File: src/rtl/scc_pkg.sv
// constants and types shared by the serial channel control/status bank
package scc_pkg;

  // register byte offsets per channel
  localparam logic [7:0]  CTRL_OFS0     = 8'h20;
  localparam logic [7:0]  STAT_OFS0     = 8'h24;
  localparam logic [7:0]  CTRL_OFS1     = 8'h50;
  localparam logic [7:0]  STAT_OFS1     = 8'h54;
  localparam logic [31:0] CTRL_RESET    = 32'h0000_0000;
  localparam logic [31:0] CTRL_WMASK    = 32'h0F3F_FFFF;   // spare bits read zero
  localparam logic [31:0] STICKY_MASK   = 32'h000C_FF00;
  localparam logic [31:0] STICKY_RESET  = 32'h0000_0000;

  // control field positions
  localparam int CB_TX_EN    = 3;
  localparam int CB_RX_EN    = 11;
  localparam int CB_TRIG_EN  = 14;
  localparam int CB_TX_BIST  = 15;
  localparam int CB_OUT_A    = 16;
  localparam int CB_LOAD_PAT = 17;
  localparam int CB_IN_A     = 18;
  localparam int CB_RX_BIST  = 19;
  localparam int CB_TEST     = 20;
  localparam int CB_FORCE_RF = 21;
  localparam int CB_SEND_NOW = 24;
  localparam int CB_RBSEL    = 25;
  localparam int CB_INIT_RF  = 27;

  // readback select codes
  localparam logic [1:0] RBSEL_NORMAL = 2'h0;
  localparam logic [1:0] RBSEL_WDMA   = 2'h1;
  localparam logic [1:0] RBSEL_RDMA   = 2'h2;

  // status field positions
  localparam int SB_TX_EMPTY = 0;
  localparam int SB_TX_AE    = 1;
  localparam int SB_TX_FULL  = 2;
  localparam int SB_TX_DV    = 3;
  localparam int SB_RX_EMPTY = 4;
  localparam int SB_RX_AF    = 5;
  localparam int SB_RX_FULL  = 6;
  localparam int SB_RX_DV    = 7;
  localparam int SB_AE_LAT   = 8;
  localparam int SB_AF_LAT   = 9;
  localparam int SB_OVF_LAT  = 10;
  localparam int SB_SYM_ERR  = 11;
  localparam int SB_WDMA_DONE = 12;
  localparam int SB_RDMA_DONE = 13;
  localparam int SB_WDMA_ERR = 14;
  localparam int SB_RDMA_ERR = 15;
  localparam int SB_WDMA_IDLE = 16;
  localparam int SB_RDMA_IDLE = 17;
  localparam int SB_RX_RDY   = 18;
  localparam int SB_TX_READ  = 19;

  // framing symbols and format entries
  localparam logic [2:0][7:0] START_SEQ = {8'h7C, 8'h3C, 8'hBC};  // sent index 0 first
  localparam logic [7:0]  STOP_CODE     = 8'hFE;
  localparam logic [8:0]  FMT_NULL      = 9'h000;
  localparam int          FMT_DATA_BIT  = 8;
  localparam logic [1:0]  START_LAST    = 2'h2;

  // framer violation window
  localparam logic [5:0]  WIN_LAST      = 6'h3F;   // 64 received bytes
  localparam logic [4:0]  VIOL_LIMIT    = 5'h10;   // sixteen violations

  // one transmitted or received symbol
  typedef struct packed {
    logic       ctrl;
    logic [7:0] data;
  } scc_sym_s;

  // FIFO and pipeline flags from the data path
  typedef struct packed {
    logic       tx_empty;
    logic       tx_full;
    logic       rx_empty;
    logic       rx_full;
    logic       tx_stage_valid;
    logic [2:0] rx_stage_count;
  } scc_fifo_flags_s;

endpackage

File: src/rtl/scc_channel.sv
// per-channel control and status bank with transmit/receive framing logic
module scc_channel #(
  parameter int CHANNEL = 0,      // selects register offsets
  parameter int CNT_W   = 16,     // FIFO count and threshold width
  parameter int WC_W    = 32      // DMA word counter width
) (
  // clock and reset
  input  wire logic                   i_clk,
  input  wire logic                   i_resetn,
  // register port
  input  wire logic [7:0]             i_reg_addr,
  input  wire logic                   i_reg_wr,
  input  wire logic                   i_reg_rd,
  input  wire logic [31:0]            i_reg_wdata,
  output logic      [31:0]            o_reg_rdata,
  output logic                        o_reg_rvalid,
  // FIFO levels and thresholds
  input  wire logic [CNT_W-1:0]       i_tx_count,
  input  wire logic [CNT_W-1:0]       i_rx_count,
  input  wire logic [CNT_W-1:0]       i_tx_almost_empty_threshold,
  input  wire logic [CNT_W-1:0]       i_rx_almost_full_threshold,
  input  wire scc_pkg::scc_fifo_flags_s i_flags,
  // transmit FIFO head and format memory
  input  wire logic [7:0]             i_txf_byte,
  output logic                        o_txf_pop,
  output logic      [6:0]             o_tfmt_addr,
  input  wire logic [8:0]             i_tfmt_entry,
  output logic      [6:0]             o_rfmt_addr,
  input  wire logic [8:0]             i_rfmt_entry,
  // serial transmitter
  output scc_pkg::scc_sym_s           o_tx_sym,
  output logic                        o_tx_valid,
  input  wire logic                   i_tx_ready,
  input  wire logic                   i_tx_data_read,
  output logic                        o_tx_out_a_en,
  output logic                        o_tx_bist,
  output logic                        o_tx_load_pattern,
  // serial receiver
  input  wire logic                   i_rx_valid,
  input  wire scc_pkg::scc_sym_s      i_rx_sym,
  input  wire logic                   i_rx_violation_symbol,
  input  wire logic                   i_rx_ready,
  output logic                        o_rx_sel_a,
  output logic                        o_rx_bist,
  output logic                        o_reframe_request,
  // receive FIFO write
  output logic                        o_rxf_write,
  output logic      [7:0]             o_rxf_byte,
  // trigger and DMA engine
  input  wire logic                   i_ttl_trigger,
  input  wire logic                   i_wdma_start,
  input  wire logic                   i_wdma_word,
  input  wire logic                   i_wdma_busy,
  input  wire logic                   i_wdma_error,
  input  wire logic                   i_rdma_start,
  input  wire logic                   i_rdma_word,
  input  wire logic                   i_rdma_busy,
  input  wire logic                   i_rdma_error
);

  typedef enum logic [2:0] {
    SCC_TX_IDLE  = 3'b000,
    SCC_TX_START = 3'b001,
    SCC_TX_DATA  = 3'b010,
    SCC_TX_STOP  = 3'b011,
    SCC_TX_FMT   = 3'b100
  } scc_tx_state_e;

  typedef enum logic [0:0] {
    SCC_RX_HUNT = 1'b0,
    SCC_RX_DATA = 1'b1
  } scc_rx_state_e;

  // register decode
  wire logic [7:0]  ctrl_ofs  = (CHANNEL == 0) ? scc_pkg::CTRL_OFS0 : scc_pkg::CTRL_OFS1;
  wire logic [7:0]  stat_ofs  = (CHANNEL == 0) ? scc_pkg::STAT_OFS0 : scc_pkg::STAT_OFS1;
  wire logic        ctrl_hit  = (i_reg_addr == ctrl_ofs);
  wire logic        stat_hit  = (i_reg_addr == stat_ofs);
  wire logic        ctrl_wr   = i_reg_wr && ctrl_hit;
  wire logic        stat_wr   = i_reg_wr && stat_hit;

  logic [31:0]      ctrl;             // control register
  logic [31:0]      sticky;           // latched status bits
  logic [WC_W-1:0]  wdma_words;       // words moved by last write DMA
  logic [WC_W-1:0]  rdma_words;       // words moved by last read DMA
  logic             wdma_busy_q;      // previous busy, for completion edge
  logic             rdma_busy_q;
  logic             ae_q;             // previous at-or-below-threshold transmit level (tx_le)
  logic             af_q;             // previous almost-full level
  logic             init_rf_pulse;    // one cycle after a write with initiate set

  // pin synchronisers: stage 1 is read only by stage 2
  logic [2:0]       pin_s1;
  logic [2:0]       pin_s2;
  wire logic        viol_s   = pin_s2[0];
  wire logic        rx_rdy_s = pin_s2[1];
  wire logic        tx_rd_s  = pin_s2[2];

  // control fields
  wire logic        tx_en    = ctrl[scc_pkg::CB_TX_EN];
  wire logic        rx_en    = ctrl[scc_pkg::CB_RX_EN];
  wire logic        test_md  = ctrl[scc_pkg::CB_TEST];
  wire logic [1:0]  rb_sel   = ctrl[scc_pkg::CB_RBSEL +: 2];

  // live status terms
  wire logic        tx_ae    = (i_tx_count < i_tx_almost_empty_threshold);
  wire logic        tx_le    = (i_tx_count <= i_tx_almost_empty_threshold);
  wire logic        rx_af    = (i_rx_count >= i_rx_almost_full_threshold);
  wire logic        tx_dv    = !i_flags.tx_empty || i_flags.tx_stage_valid;
  wire logic        rx_dv    = !i_flags.rx_empty || (i_flags.rx_stage_count != 3'h0);

  // transmit buffer: two entries, head drives the pins
  scc_pkg::scc_sym_s buf1;            // second entry
  logic              buf1_v;
  wire logic         can_push = !buf1_v;
  wire logic         buf_pop  = o_tx_valid && i_tx_ready;

  // transmit sequencer state
  scc_tx_state_e tx_state;
  scc_tx_state_e next_tx_state;
  logic [1:0]    tx_idx;
  logic [1:0]    next_tx_idx;
  logic [6:0]    next_tfmt_addr;
  logic          pop_wait;            // FIFO head settling after a pop
  logic          push_v;
  scc_pkg::scc_sym_s push_sym;
  logic          pop_req;

  // receive framing state
  scc_rx_state_e rx_state;
  scc_rx_state_e next_rx_state;
  logic [1:0]    rx_idx;
  logic [1:0]    next_rx_idx;
  logic [6:0]    next_rfmt_addr;
  logic          rx_wr_v;

  // framer violation counting
  logic [5:0]    win_cnt;
  logic [4:0]    viol_cnt;
  wire logic     viol_hit  = i_rx_valid && viol_s;
  wire logic [4:0] viol_next = viol_hit ? viol_cnt + 5'h01 : viol_cnt;
  wire logic     viol_trip = i_rx_valid && (viol_next >= scc_pkg::VIOL_LIMIT);

  // frame launch: both modes need data; immediate goes at once, else trigger mode waits for the trigger
  wire logic     byte_ok = !i_flags.tx_empty && !pop_wait;
  wire logic     tx_go   = tx_en && !i_flags.tx_empty &&
                           (ctrl[scc_pkg::CB_SEND_NOW] ||
                            (ctrl[scc_pkg::CB_TRIG_EN] && i_ttl_trigger));

  // sticky set vector; completion is the falling edge of busy
  wire logic [31:0] sticky_set = {
    12'h000,
    tx_rd_s,
    rx_rdy_s,
    2'h0,
    i_rdma_error,
    i_wdma_error,
    rdma_busy_q && !i_rdma_busy,
    wdma_busy_q && !i_wdma_busy,
    viol_s,
    rx_wr_v && i_flags.rx_full,
    rx_af && !af_q,
    tx_le && !ae_q,
    8'h00
  };
  wire logic [31:0] sticky_clr = stat_wr ? (i_reg_wdata & scc_pkg::STICKY_MASK) : 32'h0000_0000;

  // status word: live bits beside the latched ones
  wire logic [31:0] status_word = sticky | {
    14'h0000,
    !rdma_busy_q, !wdma_busy_q,
    8'h00,
    rx_dv, i_flags.rx_full, rx_af, i_flags.rx_empty,
    tx_dv, i_flags.tx_full, tx_ae, i_flags.tx_empty
  };

  // control readback, with DMA word counts selected by the readback field
  wire logic [31:0] ctrl_rb =
    (rb_sel == scc_pkg::RBSEL_WDMA) ? 32'(wdma_words) :
    (rb_sel == scc_pkg::RBSEL_RDMA) ? 32'(rdma_words) : ctrl;
  wire logic [31:0] rd_mux = ctrl_hit ? ctrl_rb : (stat_hit ? status_word : 32'h0000_0000);

  // control register, reframe pulse and readback
  always_ff @(posedge i_clk) begin
    if (!i_resetn) begin
      ctrl          <= scc_pkg::CTRL_RESET;
      init_rf_pulse <= 1'b0;
      o_reg_rdata   <= 32'h0000_0000;
      o_reg_rvalid  <= 1'b0;
    end else begin
      if (ctrl_wr) begin
        ctrl <= i_reg_wdata & scc_pkg::CTRL_WMASK;
      end
      init_rf_pulse <= ctrl_wr && i_reg_wdata[scc_pkg::CB_INIT_RF];
      o_reg_rdata   <= i_reg_rd ? rd_mux : 32'h0000_0000;
      o_reg_rvalid  <= i_reg_rd;
    end
  end

  // latched status: a set in the clearing cycle wins
  always_ff @(posedge i_clk) begin
    if (!i_resetn) begin
      sticky      <= scc_pkg::STICKY_RESET;
      wdma_busy_q <= 1'b0;
      rdma_busy_q <= 1'b0;
      ae_q        <= 1'b0;
      af_q        <= 1'b0;
    end else begin
      sticky      <= (sticky & ~sticky_clr) | (sticky_set & scc_pkg::STICKY_MASK);
      wdma_busy_q <= i_wdma_busy;
      rdma_busy_q <= i_rdma_busy;
      ae_q        <= tx_le;
      af_q        <= rx_af;
    end
  end

  // DMA word counters, cleared by the start of a DMA of their kind
  always_ff @(posedge i_clk) begin
    if (!i_resetn) begin
      wdma_words <= '0;
      rdma_words <= '0;
    end else begin
      if (i_wdma_start) begin
        wdma_words <= '0;
      end else if (i_wdma_word) begin
        wdma_words <= wdma_words + WC_W'(1);
      end
      if (i_rdma_start) begin
        rdma_words <= '0;
      end else if (i_rdma_word) begin
        rdma_words <= rdma_words + WC_W'(1);
      end
    end
  end

  // two-flop synchronisers for the transceiver pins
  always_ff @(posedge i_clk) begin
    if (!i_resetn) begin
      pin_s1 <= 3'h0;
      pin_s2 <= 3'h0;
    end else begin
      pin_s1 <= {i_tx_data_read, i_rx_ready, i_rx_violation_symbol};
      pin_s2 <= pin_s1;
    end
  end

  // path and test controls straight from the register
  assign o_tx_out_a_en     = ctrl[scc_pkg::CB_OUT_A];
  assign o_tx_bist         = ctrl[scc_pkg::CB_TX_BIST];
  assign o_tx_load_pattern = ctrl[scc_pkg::CB_LOAD_PAT];
  assign o_rx_sel_a        = ctrl[scc_pkg::CB_IN_A];
  assign o_rx_bist         = ctrl[scc_pkg::CB_RX_BIST];

  // framer: count violations per 64-byte window, request reframe
  always_ff @(posedge i_clk) begin
    if (!i_resetn) begin
      win_cnt           <= 6'h00;
      viol_cnt          <= 5'h00;
      o_reframe_request <= 1'b0;
    end else begin
      if (viol_trip || (i_rx_valid && win_cnt == scc_pkg::WIN_LAST)) begin
        win_cnt  <= 6'h00;
        viol_cnt <= 5'h00;
      end else if (i_rx_valid) begin
        win_cnt  <= win_cnt + 6'h01;
        viol_cnt <= viol_next;
      end
      // forced request stays high; the receiver handles long requests itself
      o_reframe_request <= ctrl[scc_pkg::CB_FORCE_RF] || init_rf_pulse || viol_trip;
    end
  end

  // transmit sequencer
  always_comb begin
    next_tx_state  = tx_state;
    next_tx_idx    = tx_idx;
    next_tfmt_addr = o_tfmt_addr;
    push_v         = 1'b0;
    push_sym       = '{ctrl: 1'b0, data: i_txf_byte};
    pop_req        = 1'b0;
    unique case (tx_state)
      SCC_TX_IDLE: begin
        next_tx_idx    = 2'h0;
        next_tfmt_addr = 7'h00;
        if (tx_go) begin
          next_tx_state = test_md ? SCC_TX_START : SCC_TX_FMT;
        end
      end
      SCC_TX_START: begin
        if (can_push) begin
          push_v   = 1'b1;
          push_sym = '{ctrl: 1'b1, data: scc_pkg::START_SEQ[tx_idx]};
          next_tx_idx = tx_idx + 2'h1;
          if (tx_idx == scc_pkg::START_LAST) begin
            next_tx_state = SCC_TX_DATA;
          end
        end
      end
      SCC_TX_DATA: begin
        if (can_push && byte_ok) begin
          push_v  = 1'b1;
          pop_req = 1'b1;
        end else if (i_flags.tx_empty && !pop_wait) begin
          next_tx_state = SCC_TX_STOP;
        end
      end
      SCC_TX_STOP: begin
        if (can_push) begin
          push_v        = 1'b1;
          push_sym      = '{ctrl: 1'b1, data: scc_pkg::STOP_CODE};
          next_tx_state = SCC_TX_IDLE;
        end
      end
      SCC_TX_FMT: begin
        if (i_tfmt_entry == scc_pkg::FMT_NULL) begin
          next_tx_state = SCC_TX_IDLE;
        end else if (can_push && i_tfmt_entry[scc_pkg::FMT_DATA_BIT]) begin
          if (byte_ok) begin
            push_v         = 1'b1;
            pop_req        = 1'b1;
            next_tfmt_addr = o_tfmt_addr + 7'h01;
          end
        end else if (can_push) begin
          push_v         = 1'b1;
          push_sym       = '{ctrl: 1'b1, data: i_tfmt_entry[7:0]};
          next_tfmt_addr = o_tfmt_addr + 7'h01;
        end
      end
      default: begin
        next_tx_state = SCC_TX_IDLE;
      end
    endcase
    // disabling the transmitter abandons the frame
    if (!tx_en) begin
      next_tx_state = SCC_TX_IDLE;
    end
  end

  always_ff @(posedge i_clk) begin
    if (!i_resetn) begin
      tx_state    <= SCC_TX_IDLE;
      tx_idx      <= 2'h0;
      o_tfmt_addr <= 7'h00;
      o_txf_pop   <= 1'b0;
      pop_wait    <= 1'b0;
    end else begin
      tx_state    <= next_tx_state;
      tx_idx      <= next_tx_idx;
      o_tfmt_addr <= next_tfmt_addr;
      o_txf_pop   <= pop_req;
      pop_wait    <= pop_req;   // the head is stale until the pop lands
    end
  end

  // two-entry transmit buffer: a stalled transmitter loses no symbol
  always_ff @(posedge i_clk) begin
    if (!i_resetn) begin
      o_tx_sym   <= '0;
      o_tx_valid <= 1'b0;
      buf1       <= '0;
      buf1_v     <= 1'b0;
    end else if (buf_pop) begin
      o_tx_sym   <= buf1_v ? buf1 : push_sym;
      o_tx_valid <= buf1_v || push_v;
      if (buf1_v) begin
        buf1_v <= 1'b0;   // no push while the second entry is full
      end
    end else if (push_v && !o_tx_valid) begin
      o_tx_sym   <= push_sym;
      o_tx_valid <= 1'b1;
    end else if (push_v) begin
      buf1   <= push_sym;
      buf1_v <= 1'b1;
    end
  end

  // receive framing: start hunt in test mode, format check otherwise
  always_comb begin
    next_rx_state  = rx_state;
    next_rx_idx    = rx_idx;
    next_rfmt_addr = o_rfmt_addr;
    rx_wr_v        = 1'b0;
    if (!rx_en) begin
      next_rx_state  = SCC_RX_HUNT;
      next_rx_idx    = 2'h0;
      next_rfmt_addr = 7'h00;
    end else if (test_md) begin
      if (i_rx_valid) begin
        unique case (rx_state)
          SCC_RX_HUNT: begin
            if (i_rx_sym.ctrl && i_rx_sym.data == scc_pkg::START_SEQ[rx_idx]) begin
              next_rx_idx = rx_idx + 2'h1;
              if (rx_idx == scc_pkg::START_LAST) begin
                next_rx_state = SCC_RX_DATA;
                next_rx_idx   = 2'h0;
              end
            end else begin
              next_rx_idx = 2'h0;
            end
          end
          SCC_RX_DATA: begin
            if (!i_rx_sym.ctrl) begin
              rx_wr_v = 1'b1;
            end else begin
              next_rx_state = SCC_RX_HUNT;   // stop or stray control ends the frame
            end
          end
        endcase
      end
    end else if (i_rfmt_entry == scc_pkg::FMT_NULL) begin
      next_rfmt_addr = 7'h00;
    end else if (i_rx_valid) begin
      if (i_rfmt_entry[scc_pkg::FMT_DATA_BIT]) begin
        rx_wr_v        = !i_rx_sym.ctrl;
        next_rfmt_addr = i_rx_sym.ctrl ? 7'h00 : o_rfmt_addr + 7'h01;
      end else if (i_rx_sym.ctrl && i_rx_sym.data == i_rfmt_entry[7:0]) begin
        next_rfmt_addr = o_rfmt_addr + 7'h01;
      end else begin
        next_rfmt_addr = 7'h00;   // format mismatch: resynchronise at the first entry
      end
    end
  end

  always_ff @(posedge i_clk) begin
    if (!i_resetn) begin
      rx_state    <= SCC_RX_HUNT;
      rx_idx      <= 2'h0;
      o_rfmt_addr <= 7'h00;
      o_rxf_write <= 1'b0;
      o_rxf_byte  <= 8'h00;
    end else begin
      rx_state    <= next_rx_state;
      rx_idx      <= next_rx_idx;
      o_rfmt_addr <= next_rfmt_addr;
      o_rxf_write <= rx_wr_v;
      o_rxf_byte  <= i_rx_sym.data;
    end
  end

endmodule

File: config.mk
export PLATFORM = sky130hd
export DESIGN_NAME = scc_channel
export DESIGN_NICKNAME = d
export VERILOG_FILES = /design/src/rtl/scc_pkg.sv /design/src/rtl/scc_channel.sv
export SDC_FILE = /design/constraint.sdc
export NUM_CORES = 1
export LEC_CHECK = 0
export BUFFER_PORTS_ARGS = -buffer_cell sky130_fd_sc_hd__buf_2
export CAP_MARGIN = 5
export CELL_PAD_IN_SITES_DETAIL_PLACEMENT = 0
export CELL_PAD_IN_SITES_GLOBAL_PLACEMENT = 1
export CORE_MARGIN = 1
export CORE_UTILIZATION = 36
export DETAILED_ROUTE_END_ITERATION = 6
export GPL_TIMING_DRIVEN = 0
export PLACE_DENSITY = 0.74
export SYNTH_ARGS = -nofsm -noshare
export SYNTH_HDL_FRONTEND = slang
export SYNTH_SLANG_ARGS = --single-unit
File: constraint.sdc
create_clock -name i_clk -period 1.6 [get_ports i_clk]
set_input_delay 0.16 -clock i_clk [delete_from_list [all_inputs] [get_ports i_clk]]
set_output_delay 0.16 -clock i_clk [all_outputs]
set_load 0.01 [all_outputs]
==> out/metrics.cfg <==
[status]
status=finished with violations
failed_checks=negative setup slack

[placed_design]
dp_hpwl_mm=24.0
port_buffers=230
postPlaceCellArea_um2=11600
gp_congestion=0.793

[yosys]
synth_area_leaders=dfxtp_1 (42%), nor2_1 (5.4%), nand2_1 (5.2%), ha_1 (5.1%), xor2_1 (4.7%)
ys_async_sr_fraction_pct=0
ys_top_cells_by_count=dfxtp_1 (208), nor2_1 (143), nand2_1 (137), a21oi_1 (70), xor2_1 (53)
synth_top_cell_by_area=dfxtp_1
synth_seq_cells=208
yosysWarningCount=0
netlist_instances=1176
ys.flop_type=dfxtp_1
synth_area_um2=9970
synth_cell_types=68
synth_edf_count=0
synth.most_common_cell=dfxtp_1
syn_area_per_cell_um2=8.48
synth_top_area_share_pct=41.8
ys_seq_area_share_pct=41.8
syn-num-nets=1382

[floorplan]
initial_core_util_pct=36.9
die_area_um2=28400
fp.dieH_um=168
die_w_um=168
pin_count=238
rows=60
core_area_um2=27000

[global_routing]
first_global_vias=9340
grt_usage_pct=22.2
grt_first_pass_wirelength_mm=49.8
antenna_found_initial=1
grt_max_degree=13
grt.overflow.total=0

[critical_path]
path_max_fanout=6
r2r_end=buf1[6]$_SDFFE_PN0P_
crit_path_start_kind=flop
r2r_slack_ns=-0.14
reg2reg_depth=7
required_ns=2.05
cp-endpoint=buf1[6]$_SDFFE_PN0P_
cp.arrival_ns=2.19
path_class=flop to flop
r2r_start=tx_state[0]$_SDFFE_PN0P_
cp-end-kind=flop
cp-startpoint=tx_state[0]$_SDFFE_PN0P_

[drt]
ant_nets=0
vias=9772
drtIter0Drc=484
drc=0
firstDrtPassIters=5
routed_wl_mm=33.0
wl_per_cell_um=17.3
vias_per_cell=5.13

[timing]
setup_slack_ns=-0.143
max_freq_mhz=574
tightest_slew_ns=0.727
slew_headroom_pct=51.5
setup_viol=20
fin_skew_ns=0.0146
min_period_over_period_pct=109
hold_ws_ns=0.0191
slew_viol_final=0
rsz0062_at_grt=true
hold_viol_final=0
finalCriticalPeriod_ns=1.74

[pwr]
powerDensity_nw_per_um2=816
peakVddDrop_mv=0.653
leakage_nw=5.73

[job]
cap_viol_max_count=0

[clock_tree]
clk_latency_ns=0.52
cts_tree=done
htree_levels=1
path_clk_slew_ns=0.06
numCtsBuffers=24
clock_path_buffers=3
clockRootBuffer=clkbuf_16
cts.sinks=208

[finish]
final_area_um2=14200
nets=1754
area_delta_synth_final_pct=42.0
drive_above_1_share_pct=32.7

[hold_path]
holdCritPathClass=input port to flop

## timing repair
| item | 4_1_cts | 5_1_grt |
|---|---|---|
| setup buffers | 33 | 32 |
| endpoints found under the setup margin | 114 | 118 |
| hold buffers | 54 | 0 |
| gates resized for setup | 141 | 99 |
| hold endpoints to repair | 61 | 0 |
| pin swaps | 30 | 52 |
| gates cloned | 1 | 0 |
## critical path, cell delays in order (launching register included)
cell and delay [ns]:
dfxtp_4 0.37, nor2_4 0.17, nand4b_1 0.20, o21ai_4 0.26, nor2b_4 0.30, buf_6 0.16
o2111ai_2 0.11, o21ai_1 0.11
## state kept, by name, indices dropped and copies added, names as in the netlist, 3 cells and up
name / cells
tx_state: 3
o_tx_sym: 9
sticky: 10
o_rfmt_addr: 7
o_reg_rdata: 32
wdma_words: 32
pin_s1: 3
ctrl: 26
pin_s2: 3
buf1: 9
o_rxf_byte: 8
win_cnt: 6
o_tfmt_addr: 7
rdma_words: 32
viol_cnt: 5
## placed cells by master (no fill, tap or decap), types with 17 or more instances in the layout
| master | instances |
|---|---|
| a21boi_0 | 28 |
| o21ai_0 | 18 |
| dfxtp_4 | 23 |
| xnor2_1 | 23 |
| ha_1 | 39 |
| and2_1 | 20 |
| dlygate4sd3_1 | 54 |
| inv_1 | 48 |
| dfxtp_2 | 24 |
| nor2b_1 | 37 |
| clkbuf_1 | 28 |
| a22oi_1 | 17 |
| xor2_1 | 53 |
| dfxtp_1 | 161 |
| a21oi_1 | 60 |
| nor2_1 | 133 |
| nand4_1 | 36 |
| mux2i_1 | 17 |
| buf_4 | 62 |
| nand3_1 | 28 |
| clkbuf_16 | 25 |
| nand2_1 | 133 |
| buf_2 | 235 |
## routing by layer
layer	GRT usage, %	wire length, um	up-vias
li1	-	-	4850
met3	3.83	1880	41
met2	37.3	15300	283
met5	0	0	-
met4	5.18	563	0
met1	29.7	15200	4598
## cell families after synthesis
group                      Yosys count  synth area share (%)
AOI/OAI and AO/OA                  228                  15.5
and+or+nand+nor                    505                  24.9
adders and majority gates           41                  5.14
buffers and inverters               99                  4.18
DFF                                208                  41.8
muxes                               18                  1.81
xor gates and xnor gates            77                  6.76
## layout make-up
type | instances | area, um^2
clock buffers | 36 | 727
flip-flops and latches | 208 | 4280
plain buffers | 47 | 290
well taps | 341 | 427
repair buffers | 350 | 2230
clock inverters | 4 | 48.8
diodes | 1 | 2.50
fillers | 2557 | 12900
multi-input cells | 869 | 5970
inverters | 48 | 180
## report_power, final
part / leakage, nW / switching [mW] / internal (mW) / total (mW)
combinational: 3.63 / 0.450 / 0.440 / 0.891
sequential: 1.71 / 0.0294 / 5.20 / 5.23
clock: 0.384 / 2.16 / 3.27 / 5.43
## through the flow
stage	utilization (%)	setup WS (ns)	instances	total power [mW]	setup TNS (ns)
5_1_grt	52.4	-0.194	1903	12.0	-3.32
4_1_cts	50.3	-0.0826	1873	11.6	-0.453
3_5_place_dp	42.9	-0.713	1747	6.12	-50.16
3_3_place_gp	42.9	-0.704	1747	6.12	-49.16
2_1_floorplan	-	-0.0570	1176	5.72	-0.622
6_report	52.4	-0.143	1904	11.5	-1.15
## worst min path at each step
stage,from,endpoint,slack (ns),cells past startpoint
2_1_floorplan,i_rx_sym[8],o_rxf_write$_SDFF_PN0_,0.25,1
3_3_place_gp,i_tx_data_read,pin_s1[2]$_SDFF_PN0_,0.38,2
3_5_place_dp,i_tx_data_read,pin_s1[2]$_SDFF_PN0_,0.38,2
4_1_cts,i_txf_byte[2],buf1[2]$_SDFFE_PN0P_,0.04,3
5_1_grt,i_txf_byte[3],buf1[3]$_SDFFE_PN0P_,0.03,3
6_report,i_txf_byte[3],buf1[3]$_SDFFE_PN0P_,0.02,3
Power figures use the tool's default switching activity.
